<file path="src/hdl/sub_exec_pkg.sv">
// Constants, register map and types for the subtract and sleep execution unit
package sub_exec_pkg;
    localparam int ADDR_W = 5;
    localparam logic [4:0] ADDR_CMD = 5'h00;
    localparam logic [4:0] ADDR_WREG = 5'h04;
    localparam logic [4:0] ADDR_STATUS = 5'h08;
    localparam logic [4:0] ADDR_FADDR = 5'h0C;
    localparam logic [4:0] ADDR_FDATA = 5'h10;
    localparam logic [4:0] ADDR_WDT = 5'h14;
    localparam logic [4:0] ADDR_WAKE = 5'h18;
    localparam int CMD_OP_LSB = 0;
    localparam int CMD_DEST_BIT = 2;
    localparam int CMD_FA_LSB = 8;
    localparam int CMD_LIT_LSB = 16;
    localparam int ST_C_BIT = 0;
    localparam int ST_DC_BIT = 1;
    localparam int ST_Z_BIT = 2;
    localparam int ST_PD_BIT = 3;
    localparam int ST_TO_BIT = 4;
    localparam int ST_SLEEP_BIT = 5;
    localparam int ST_STABLE_BIT = 6;
    localparam int WDT_PRE_LSB = 8;
    localparam logic [7:0] WDT_CLEARED = 8'h00;
    localparam logic [7:0] PRE_CLEARED = 8'h00;
    localparam logic [7:0] W_RESET = 8'h00;
    // Start-up period in oscillator periods; one ref_clk edge per period
    localparam int OST_PERIOD_TOSC = 1024;
    localparam int TOSC_PER_CLK = 1;
    localparam int OST_CYCLES = OST_PERIOD_TOSC / TOSC_PER_CLK;
    localparam int OST_W = 11;
    typedef enum logic [1:0] {OP_LIT, OP_FILE, OP_BORROW, OP_SLEEP} op_e;
    typedef enum logic [1:0] {ST_OST, ST_RUN, ST_SLEEP} pwr_state_e;
    typedef struct packed {
        logic zero;
        logic half_carry_flag;
        logic carry;
    } alu_flags_s;
    typedef struct packed {
        logic timeout_flag;
        logic power_down_flag;
    } pwr_flags_s;
    localparam alu_flags_s FLAGS_RESET = 3'h0;
    localparam pwr_flags_s PWR_RESET = 2'h3;
endpackage

</file>
<file path="src/hdl/subtract_and_sleep_exec_unit.sv">
// Subtract and sleep execution unit with an Avalon-MM register slave
//
// Behaviour
// - literal minus working register, two's complement
// - literal result to W, C DC Z updated
// - file minus W, borrow clears C DC
// - destination bit picks W or file
// - file minus W minus inverted carry
// - borrow result destination picks W or file
// - sleep clears watchdog, prescaler; TO set, PD cleared
// - sleep halts core and stops oscillator
// - start-up timer counts 1024 cycles before stable
`timescale 1ns/1ps
module subtract_and_sleep_exec_unit
    import sub_exec_pkg::*;
#(
    parameter int FILE_DEPTH = 128
) (
    input wire logic ref_clk,
    input wire logic srst,
    input wire logic [ADDR_W-1:0] address,
    input wire logic read,
    input wire logic write,
    input wire logic [31:0] writedata,
    output logic [31:0] readdata,
    output logic waitrequest,
    output logic osc_run,
    output logic sleeping,
    output logic osc_stable
);
    generate
        if (FILE_DEPTH < 1 || FILE_DEPTH > 128) begin : g_bad_depth
            $error("FILE_DEPTH must lie in 1..128");
        end
    endgenerate

    logic wait_q, wait_d;
    logic [31:0] rdata_q, rdata_d;
    logic [7:0] w_q, w_d;
    alu_flags_s flags_q, flags_d;
    pwr_flags_s pwr_q, pwr_d;
    pwr_state_e st_q, st_d;
    logic [OST_W-1:0] ost_q, ost_d;
    logic [7:0] pre_q, pre_d;
    logic [7:0] wdt_q, wdt_d;
    logic [6:0] faddr_q, faddr_d;
    logic [7:0] file_q [FILE_DEPTH];
    logic [7:0] file_d [FILE_DEPTH];
    logic run_q, run_d;
    logic sleep_q, sleep_d;
    logic stable_q, stable_d;
    logic [OST_W-1:0] hc_q, hc_d;

    // Out-of-range file addresses read as zero
    function automatic logic [7:0] file_rd(input logic [6:0] a);
        file_rd = (int'(a) < FILE_DEPTH) ? file_q[a] : 8'h00;
    endfunction

    // Returns {carry, half carry, difference}; carry set means no borrow
    function automatic logic [9:0] sub8(input logic [7:0] a, input logic [7:0] b,
                                        input logic bin);
        logic [8:0] full;
        logic [4:0] low;
        full = {1'b0, a} - {1'b0, b} - {8'h00, bin};
        low = {1'b0, a[3:0]} - {1'b0, b[3:0]} - {4'h0, bin};
        sub8 = {~full[8], ~low[4], full[7:0]};
    endfunction

    logic acc;
    logic cmd_acc;
    op_e cmd_op;
    logic cmd_dest;
    logic [6:0] cmd_fa;
    logic [7:0] cmd_lit;
    logic [7:0] cmd_fval;
    logic [7:0] op_a;
    logic op_bin;
    logic [9:0] sub_res;
    logic wake_acc;

    assign acc = (read | write) & ~wait_q;
    assign cmd_acc = write & ~wait_q & (address == ADDR_CMD) & (st_q == ST_RUN);
    assign cmd_op = op_e'(writedata[CMD_OP_LSB +: 2]);
    assign cmd_dest = writedata[CMD_DEST_BIT];
    assign cmd_fa = writedata[CMD_FA_LSB +: 7];
    assign cmd_lit = writedata[CMD_LIT_LSB +: 8];
    assign cmd_fval = file_rd(cmd_fa);
    assign op_a = (cmd_op == OP_LIT) ? cmd_lit : cmd_fval;
    assign op_bin = (cmd_op == OP_BORROW) ? ~flags_q.carry : 1'b0;
    assign sub_res = sub8(op_a, w_q, op_bin);
    assign wake_acc = write & ~wait_q & (address == ADDR_WAKE) & (st_q == ST_SLEEP)
                      & writedata[0];

    always_comb begin
        wait_d = 1'b1;
        rdata_d = rdata_q;
        w_d = w_q;
        flags_d = flags_q;
        pwr_d = pwr_q;
        st_d = st_q;
        ost_d = ost_q;
        pre_d = pre_q;
        wdt_d = wdt_q;
        faddr_d = faddr_q;
        file_d = file_q;
        // Answer every request after exactly one wait cycle
        if ((read | write) && wait_q) begin
            wait_d = 1'b0;
            rdata_d = 32'h0000_0000;
            case (address)
                ADDR_WREG: rdata_d[7:0] = w_q;
                ADDR_STATUS: begin
                    rdata_d[ST_C_BIT] = flags_q.carry;
                    rdata_d[ST_DC_BIT] = flags_q.half_carry_flag;
                    rdata_d[ST_Z_BIT] = flags_q.zero;
                    rdata_d[ST_PD_BIT] = pwr_q.power_down_flag;
                    rdata_d[ST_TO_BIT] = pwr_q.timeout_flag;
                    rdata_d[ST_SLEEP_BIT] = sleep_q;
                    rdata_d[ST_STABLE_BIT] = stable_q;
                end
                ADDR_FADDR: rdata_d[6:0] = faddr_q;
                ADDR_FDATA: rdata_d[7:0] = file_rd(faddr_q);
                ADDR_WDT: rdata_d[15:0] = {pre_q, wdt_q};
                default: rdata_d = 32'h0000_0000;
            endcase
        end
        case (st_q)
            ST_OST: begin
                ost_d = ost_q + 1'b1;
                if (ost_q == OST_W'(OST_CYCLES - 1)) begin
                    st_d = ST_RUN;
                end
            end
            ST_RUN: begin
                pre_d = pre_q + 1'b1;
                if (pre_q == 8'hFF) begin
                    wdt_d = wdt_q + 1'b1;
                end
            end
            ST_SLEEP: begin
                if (wake_acc) begin
                    st_d = ST_OST;
                    ost_d = '0;
                end
            end
            default: st_d = ST_OST;
        endcase
        if (write && acc) begin
            case (address)
                ADDR_WREG: w_d = writedata[7:0];
                ADDR_STATUS: begin
                    flags_d.carry = writedata[ST_C_BIT];
                    flags_d.half_carry_flag = writedata[ST_DC_BIT];
                    flags_d.zero = writedata[ST_Z_BIT];
                end
                ADDR_FADDR: faddr_d = writedata[6:0];
                ADDR_FDATA: begin
                    if (int'(faddr_q) < FILE_DEPTH) begin
                        file_d[faddr_q] = writedata[7:0];
                    end
                end
                default: begin
                end
            endcase
        end
        if (cmd_acc) begin
            if (cmd_op == OP_SLEEP) begin
                wdt_d = WDT_CLEARED;
                pre_d = PRE_CLEARED;
                pwr_d.timeout_flag = 1'b1;
                pwr_d.power_down_flag = 1'b0;
                st_d = ST_SLEEP;
            end else begin
                flags_d.carry = sub_res[9];
                flags_d.half_carry_flag = sub_res[8];
                flags_d.zero = (sub_res[7:0] == 8'h00);
                if (cmd_op == OP_LIT || !cmd_dest) begin
                    w_d = sub_res[7:0];
                end else if (int'(cmd_fa) < FILE_DEPTH) begin
                    file_d[cmd_fa] = sub_res[7:0];
                end
            end
        end
        run_d = (st_d != ST_SLEEP);
        sleep_d = (st_d == ST_SLEEP);
        stable_d = (st_d == ST_RUN);
        hc_d = (st_q == ST_OST) ? hc_q + 1'b1 : '0;
    end

    always_ff @(posedge ref_clk) begin
        if (srst) begin
            wait_q <= 1'b1;
            rdata_q <= 32'h0000_0000;
            w_q <= W_RESET;
            flags_q <= FLAGS_RESET;
            pwr_q <= PWR_RESET;
            st_q <= ST_OST;
            ost_q <= '0;
            pre_q <= PRE_CLEARED;
            wdt_q <= WDT_CLEARED;
            faddr_q <= 7'h00;
            for (int i = 0; i < FILE_DEPTH; i++) begin
                file_q[i] <= 8'h00;
            end
            run_q <= 1'b1;
            sleep_q <= 1'b0;
            stable_q <= 1'b0;
            hc_q <= '0;
        end else begin
            wait_q <= wait_d;
            rdata_q <= rdata_d;
            w_q <= w_d;
            flags_q <= flags_d;
            pwr_q <= pwr_d;
            st_q <= st_d;
            ost_q <= ost_d;
            pre_q <= pre_d;
            wdt_q <= wdt_d;
            faddr_q <= faddr_d;
            file_q <= file_d;
            run_q <= run_d;
            sleep_q <= sleep_d;
            stable_q <= stable_d;
            hc_q <= hc_d;
        end
    end

    assign readdata = rdata_q;
    assign waitrequest = wait_q;
    assign osc_run = run_q;
    assign sleeping = sleep_q;
    assign osc_stable = stable_q;

    logic [7:0] chk_w;
    assign chk_w = w_q;

    property p_lit_result;
        @(posedge ref_clk) disable iff (srst)
        cmd_acc && cmd_op == OP_LIT |=> chk_w == 8'($past(cmd_lit) - $past(chk_w));
    endproperty
    a_lit_result: assert property (p_lit_result) else $error("literal difference wrong");

    property p_lit_flags;
        @(posedge ref_clk) disable iff (srst)
        cmd_acc && cmd_op == OP_LIT |=>
            flags_q.carry == ($past(chk_w) <= $past(cmd_lit)) &&
            flags_q.half_carry_flag == ($past(chk_w[3:0]) <= $past(cmd_lit[3:0]));
    endproperty
    a_lit_flags: assert property (p_lit_flags) else $error("literal carry wrong");

    property p_file_carry;
        @(posedge ref_clk) disable iff (srst)
        cmd_acc && cmd_op == OP_FILE |=>
            flags_q.carry == ($past(chk_w) <= $past(cmd_fval)) &&
            flags_q.half_carry_flag == ($past(chk_w[3:0]) <= $past(cmd_fval[3:0]));
    endproperty
    a_file_carry: assert property (p_file_carry) else $error("file carry wrong");

    property p_dest_file;
        @(posedge ref_clk) disable iff (srst)
        cmd_acc && cmd_op != OP_LIT && cmd_op != OP_SLEEP && cmd_dest |=> $stable(chk_w);
    endproperty
    a_dest_file: assert property (p_dest_file) else $error("W changed for file dest");

    property p_borrow;
        @(posedge ref_clk) disable iff (srst)
        cmd_acc && cmd_op == OP_BORROW && !cmd_dest |=>
            chk_w == 8'($past(cmd_fval) - $past(chk_w) - 8'(!$past(flags_q.carry)));
    endproperty
    a_borrow: assert property (p_borrow) else $error("borrow difference wrong");

    property p_borrow_carry;
        @(posedge ref_clk) disable iff (srst)
        cmd_acc && cmd_op == OP_BORROW |=> flags_q.carry ==
            ({1'b0, $past(cmd_fval)} >= {1'b0, $past(chk_w)} + 9'(!$past(flags_q.carry)));
    endproperty
    a_borrow_carry: assert property (p_borrow_carry) else $error("borrow carry wrong");

    property p_zero;
        @(posedge ref_clk) disable iff (srst)
        cmd_acc && cmd_op != OP_SLEEP && (cmd_op == OP_LIT || !cmd_dest) |=>
            flags_q.zero == (chk_w == 8'h00);
    endproperty
    a_zero: assert property (p_zero) else $error("zero flag wrong");

    property p_sleep_state;
        @(posedge ref_clk) disable iff (srst)
        cmd_acc && cmd_op == OP_SLEEP |=> wdt_q == WDT_CLEARED && pre_q == PRE_CLEARED
            && pwr_q.timeout_flag && !pwr_q.power_down_flag;
    endproperty
    a_sleep_state: assert property (p_sleep_state) else $error("sleep flags wrong");

    property p_sleep_halt;
        @(posedge ref_clk) disable iff (srst)
        cmd_acc && cmd_op == OP_SLEEP |=> (!osc_run && sleeping && !osc_stable) [*3];
    endproperty
    a_sleep_halt: assert property (p_sleep_halt) else $error("oscillator not stopped");

    property p_ost;
        @(posedge ref_clk) disable iff (srst)
        $rose(osc_stable) |-> hc_q == OST_W'(OST_CYCLES);
    endproperty
    a_ost: assert property (p_ost) else $error("start-up period wrong");

    c_borrow_chain: cover property (@(posedge ref_clk) disable iff (srst)
        cmd_acc && cmd_op == OP_BORROW && !flags_q.carry);
    c_sleep: cover property (@(posedge ref_clk) disable iff (srst)
        cmd_acc && cmd_op == OP_SLEEP);
    c_wake_stable: cover property (@(posedge ref_clk) disable iff (srst)
        wake_acc ##1 (!osc_stable) [*8]);
endmodule

</file>
<file path="config.mk">
export PLATFORM = sky130hd
export DESIGN_NAME = subtract_and_sleep_exec_unit
export DESIGN_NICKNAME = d
export VERILOG_FILES = /design/src/hdl/sub_exec_pkg.sv /design/src/hdl/subtract_and_sleep_exec_unit.sv
export SDC_FILE = /design/constraint.sdc
export NUM_CORES = 2
export LEC_CHECK = 0
export BUFFER_PORTS_ARGS = -buffer_cell sky130_fd_sc_hd__buf_2
export CORE_MARGIN = 4
export CORE_UTILIZATION = 52
export CTS_CLUSTER_SIZE = 40
export DETAILED_ROUTE_END_ITERATION = 16
export PLACE_DENSITY = 0.69
export SETUP_SLACK_MARGIN = 0.5
export SLEW_MARGIN = 20
export SYNTH_ARGS = -nofsm -noshare
export SYNTH_HDL_FRONTEND = slang
export SYNTH_SLANG_ARGS = --single-unit
</file>
<file path="constraint.sdc">
create_clock -name ref_clk -period 6.2 [get_ports ref_clk]
set_clock_uncertainty 0.05 [all_clocks]
set_input_delay 1.24 -clock ref_clk [delete_from_list [all_inputs] [get_ports ref_clk]]
set_output_delay 1.24 -clock ref_clk [all_outputs]
set_load 0.005 [all_outputs]
</file>
### Yosys cells after proc, flatten, opt, wreduce, memory -nomap -nowiden

Cells that the tools add are included.

| operators by class | value |
|---|---|
| reduce and logical (&&, ||, !) cells | 14 |
| muxes and demuxes | 46 |
| equality and inequality tests | 16 |
| bitwise logic cells | 14 |
| $lt $le $gt $ge | 4 |
| $add $sub $neg | 7 |

Operators with widths:

| kind | number |
|---|---|
| $mux 1024 | 5 |
| $bwmux 1024 | 2 |
| $mux 8 | 20 |
| $bmux 8 s7 | 2 |
| $demux 8 s7 | 2 |
| $pmux 7 s5 | 1 |
| $pmux 11 s2 | 1 |
| $add 8x1->8 const B | 2 |
| $ge 8x8->1 const B | 2 |
| $lt 8x1->1 const B | 2 |
| $not 7->8 | 2 |
| $eq 5x5->1 const B | 3 |
| $mux 3 | 4 |
| $add 11x1->11 const B | 1 |
| $eq 11x10->1 const B | 1 |
| $mux 11 | 1 |
| $eq 5x4->1 const B | 2 |
| $sub 8x8->9 | 1 |
| $sub 9x1->9 | 1 |
| $eq 2x2->1 const B | 4 |
| $eq 8x8->1 const B | 1 |
| $logic_not 8->1 | 1 |
| $mux 2 | 4 |
| $and 1x1->1 | 7 |
| 17 further kinds | 29 |

| storage, ports and cells | value |
|---|---|
| output and inout bits | 36 |
| register bits | 1092 |
| word-level logic and storage cells | 244 |
| bits of input ports | 41 |

### Longest topological paths before layout

| depth | value |
|---|---|
| depth after elaboration | 12 |
| mapped depth | 29 |
| depth with buffers taken out | 19 |

### Least setup slack after synthesis

Ideal clock, no wire load.

| path | value |
|---|---|
| kind | input to register |
| from | in writedata[9] |
| to | reg file_q[879] in the netlist's numbering |
| library setup time | 0.081 ns |
| arrival time | 6.347 ns |
| slack | -0.278 ns |
| path buffers | 7 |
| required time | 6.069 ns |
| cell stages on the path | 24 |
| cell sequence | buf_2 > buf_2 > buf_1 > and3b_1 > clkbuf_1 > buf_2 > a22oi_1 > nand4_1 > mux4_2 > mux4_2 > o31ai_1 > fa_1 > inv_1 > ha_1 > nand2b_1 > a21o_1 > a221o_1 > a21o_1 > or3b_2 > a31oi_1 > nor3_2 > buf_2 > buf_6 > a211oi_2 |

| on the way | value |
|---|---|
| cells in the longest elaborated chain, start to end | 11 |
| elaborated cells on any way between the ends | 16 |
| those cells by class | 2 x add/sub; 2 x order compare; 10 x mux; 1 x bitwise; 1 x reduce/logical |

Ends and longest elaborated chain:

| what | line | source |
|---|---|---|
| from (decl) | subtract_and_sleep_exec_unit.sv:24 | `input wire logic [31:0] writedata,` |
| $not 7->8 (implied by the code) * | subtract_and_sleep_exec_unit.sv:56, subtract_and_sleep_exec_unit.sv:180 |  |
| $bmux 8 s7 | subtract_and_sleep_exec_unit.sv:56 | `file_rd = (int'(a) < FILE_DEPTH) ? file_q[a] : 8'h00;` |
| $mux 8 (implied by the code) (2 in a row) | subtract_and_sleep_exec_unit.sv:56 |  |
| $mux 8 | subtract_and_sleep_exec_unit.sv:88 | `assign op_a = (cmd_op == OP_LIT) ? cmd_lit : cmd_fval;` |
| $sub 8x8->9 | subtract_and_sleep_exec_unit.sv:64 | `full = {1'b0, a} - {1'b0, b} - {8'h00, bin};` |
| $sub 9x1->9 | subtract_and_sleep_exec_unit.sv:64 |  |
| $bwmux 1024 * | subtract_and_sleep_exec_unit.sv:180 | `file_d[cmd_fa] = sub_res[7:0];` |
| $mux 1024 * | subtract_and_sleep_exec_unit.sv:177 | `if (cmd_op == OP_LIT \|\| !cmd_dest) begin` |
| $mux 1024 * | subtract_and_sleep_exec_unit.sv:167 | `if (cmd_op == OP_SLEEP) begin` |
| $mux 1024 * | subtract_and_sleep_exec_unit.sv:166 | `if (cmd_acc) begin` |
| to (signal assigned) | subtract_and_sleep_exec_unit.sv:220 | `file_q <= file_d;` |
| to (decl) | subtract_and_sleep_exec_unit.sv:47 | `logic [7:0] file_q [FILE_DEPTH];` |

Every way passes the cells marked *; elsewhere a longest branch is shown, timed or not. The select of a mux whose other input is x is not followed.
A chain may end at the register's enable or synchronous reset.

### Final worst setup path

| path | value |
|---|---|
| from | in writedata[10] |
| to | reg file_q[389] in the netlist's numbering |

The elaborated chain is that of the path after synthesis.

==> impl_metrics.env <==
export IMPL_finalSetupViolations=0
export IMPL_place_hpwl_mm=221
export IMPL_portBuffers=51
export IMPL_synth_sequential_area_ratio=0.338
export IMPL_cp_end_kind="register"
export IMPL_synth_seq_cells=1092
export IMPL_wl_per_cell_um=36.5
export IMPL_die_w_um=361
export IMPL_cts_tree="built"
export IMPL_async_reset_ff_frac=0
export IMPL_max_cap_viol_count=0
export IMPL_wl_mm=336
export IMPL_synth_area_leader_cell="dfxtp_1"
export IMPL_cts_root_buf="clkbuf_16"
export IMPL_period_minus_slack_ps=5980
export IMPL_synth_area_top_cells="dfxtp_1, a211oi_1, nor2b_1"
export IMPL_p_seq_frac=0.417
export IMPL_stdcell_area_mm2=0.0758
export IMPL_grt_pass1_vias=63900
export IMPL_switching_share=0.281
export IMPL_cp_slowest_cell="mux4_2"
export IMPL_rsz0062_at_grt="yes"
export IMPL_slew_violations=0
export IMPL_slew_headroom=0.0951
export IMPL_finalNetCount=7480
export IMPL_gp_congestion=1.10
export IMPL_start_util=0.524
export IMPL_crit_top_cell="buf_12"
export IMPL_setup_ws_ps=216
export IMPL_power_combinational_fraction=0.119
export IMPL_finalCritPeriodShare=0.965
export IMPL_critPathKind="in2reg"
export IMPL_outcome="complete, no violations"
export IMPL_drt_iter0_drc=12700
export IMPL_syn_inst=7351
export IMPL_layout_drive_gt1_share=0.231
export IMPL_cp_max_fo=7
export IMPL_grt_pass1_wl_mm=471
export IMPL_syn_to_final_growth_pct=17.0
export IMPL_clockBufferDepth=3
export IMPL_drc=0
export IMPL_ant_nets=0
export IMPL_finalHoldViolations=0
export IMPL_hp_class="reg2reg"
export IMPL_place_worst_setup_slack_ps=-939
export IMPL_antenna_found_initial=45
export IMPL_ys_types=86
export IMPL_synth_edf_count=0
export IMPL_p_int_mw=12.1
export IMPL_cellLeakagePower_nw=25.4
export IMPL_crit_required_ps=6760
export IMPL_yosys_area_top_type_share=0.338
export IMPL_grt_use_total=0.487
export IMPL_worst_setup_path_start_kind="primary input"
export IMPL_ir_drop_mv=0.268
export IMPL_row_count=129
export IMPL_max_stage_delay_ps=660
export IMPL_grt_overflow=0
export IMPL_clock_latency_ps=820
export IMPL_postCtsHoldBufs=0
export IMPL_power_total_mw=16.8
export IMPL_core_mm2=0.124
export IMPL_grt_start_max_net_pins=178
export IMPL_num_vias=70500
export IMPL_syn_area_per_cell_um2=8.81
export IMPL_placed_area_mm2=0.0703
export IMPL_p_per_area_mw_per_mm2=222
export IMPL_max_freq_ghz=0.167
export IMPL_ioPinCount=77
export IMPL_fillCellCount=10700
export IMPL_cp_data_arrival_time_ps=6540
export IMPL_crit_path_cell_trace="buf_12 -> buf_12 -> and3b_4 -> buf_12 -> a22oi_1 -> nand4_1 -> mux4_2 -> mux4_2 -> o31ai_4 -> fa_4 -> inv_4 -> ha_4 -> nand2_4 -> nor2_4 -> and2_4 -> or4b_4 -> mux2_4 -> o211ai_1 -> clkbuf_16 -> buf_12 -> clkbuf_16 -> a211oi_1"
export IMPL_netlist_area_mm2=0.0648
export IMPL_path_clk_slew_ps=70
export IMPL_reg2reg_slack_ps=770
export IMPL_synthTopCellsByCount="a211oi_1, dfxtp_1, nor2b_1, nor2_1, clkbuf_1"
export IMPL_finalSetupTns_ps=0
export IMPL_clock_power_share=0.464
export IMPL_vias_per_cell=7.66
export IMPL_cts_sinks=1092
export IMPL_die_h_um=361
export IMPL_drt_first_pass_iters=7
export IMPL_synthMostInstantiatedCell="a211oi_1"
export IMPL_ys_flop_type="dfxtp_1"
export IMPL_ys_warnings_count=0
export IMPL_tightest_slew_ps=1350
export IMPL_cts_htree_levels=3
export IMPL_fp_dieArea_mm2=0.130
export IMPL_cts_buffers=120
export IMPL_switching_power_mw=4.73
[what timing repair did]
action | in CTS | in global routing
resized for setup | 29 | 97
pin swaps | 12 | 11
setup endpoints to repair | 527 | 259
setup buffers | 17 | 8
cloned | 2 | 10
[cell type report]
cell class | count | area, µm² | area share
clock inverter | 60 | 732 | 0.00966
clock buffer | 168 | 3510 | 0.0463
antenna | 33 | 82.6 | 0.00109
multi-input combinational | 5353 | 39900 | 0.526
timing repair buffer | 825 | 7550 | 0.0996
inverter | 30 | 115 | 0.00152
tap | 1637 | 2050 | 0.0270
sequential | 1092 | 21900 | 0.289
[power by group through the flow]
stage          clock, mW  combinational (mW)  sequential [mW]
4_1_cts             7.77                1.73             7.02
3_5_place_dp           0                1.66             7.18
3_3_place_gp           0                1.66             7.18
5_1_grt             8.04                1.95             7.02
2_1_floorplan          0               0.836             7.18
6_report            7.80                2.00             7.02
[state kept, by name, indices dropped and copies added, names as in the netlist, 2 cells and up]
register  count
chk_w         8
faddr_q       7
file_q     1024
flags_q       3
ost_q        11
pre_q         8
readdata     16
st_q          2
wdt_q         8
[routing by layer]
layer,global-route usage,vias up,routed length (µm)
met2,0.672,6207,130000
met4,0.325,28,30000
li1,-,28900,-
met1,0.609,33600,121000
met3,0.216,1822,54200
met5,0,-,241
[worst paths after layout]
check / from / to / cells past startpoint
max: writedata[10] / file_q[389]$_SDFF_PP0_ / 22
min: readdata[6]$_SDFFE_PP0P_ / readdata[6]$_SDFFE_PP0P_ / 2
max reg2reg: faddr_q[2]$_SDFFE_PP0P_ / readdata[3]$_SDFFE_PP0P_ / 9
min reg2reg: readdata[6]$_SDFFE_PP0P_ / readdata[6]$_SDFFE_PP0P_ / 2
[logic make-up after synthesis]
| logic type | after synthesis | share of synthesized area |
|---|---|---|
| compound gates | 2996 | 0.357 |
| xor+xnor | 23 | 0.00311 |
| fa+ha+maj | 17 | 0.00352 |
| buf+inv | 921 | 0.0601 |
| flops | 1092 | 0.338 |
| mux | 478 | 0.0910 |
| other cells | 1 | 0.0000579 |
| simple gates | 1823 | 0.147 |
[stage by stage]
stage               std cells  utilization  hold WS, ps
floorplan                7366            -          377
global placement         8900        0.569          388
detailed placement       8900        0.569          392
CTS                      9147        0.606          407
global route             9165        0.612          420
finish                   9198        0.613          402
[worst max-delay path: cells and delay by family]
kind	cells	cell delay, ps
buf+inv	7	1060
simple gates	6	1270
mux	3	1470
compound gates	4	820
fa+ha+maj	2	640
[layout by cell type (no fill, tap or decap), types with 65 or more instances in the layout]
| cell type | n |
|---|---|
| a211oi_1 | 1612 |
| dfxtp_1 | 1088 |
| nor2b_1 | 750 |
| buf_4 | 665 |
| nor2_1 | 622 |
| a22oi_1 | 596 |
| mux2_2 | 376 |
| a211oi_2 | 166 |
| a221oi_1 | 136 |
| clkbuf_16 | 134 |
| nand2_1 | 127 |
| a22o_1 | 97 |
| nand4_1 | 92 |
| buf_12 | 83 |
| a21oi_1 | 76 |
| a31oi_1 | 65 |
(Power assumes the default switching activity.)
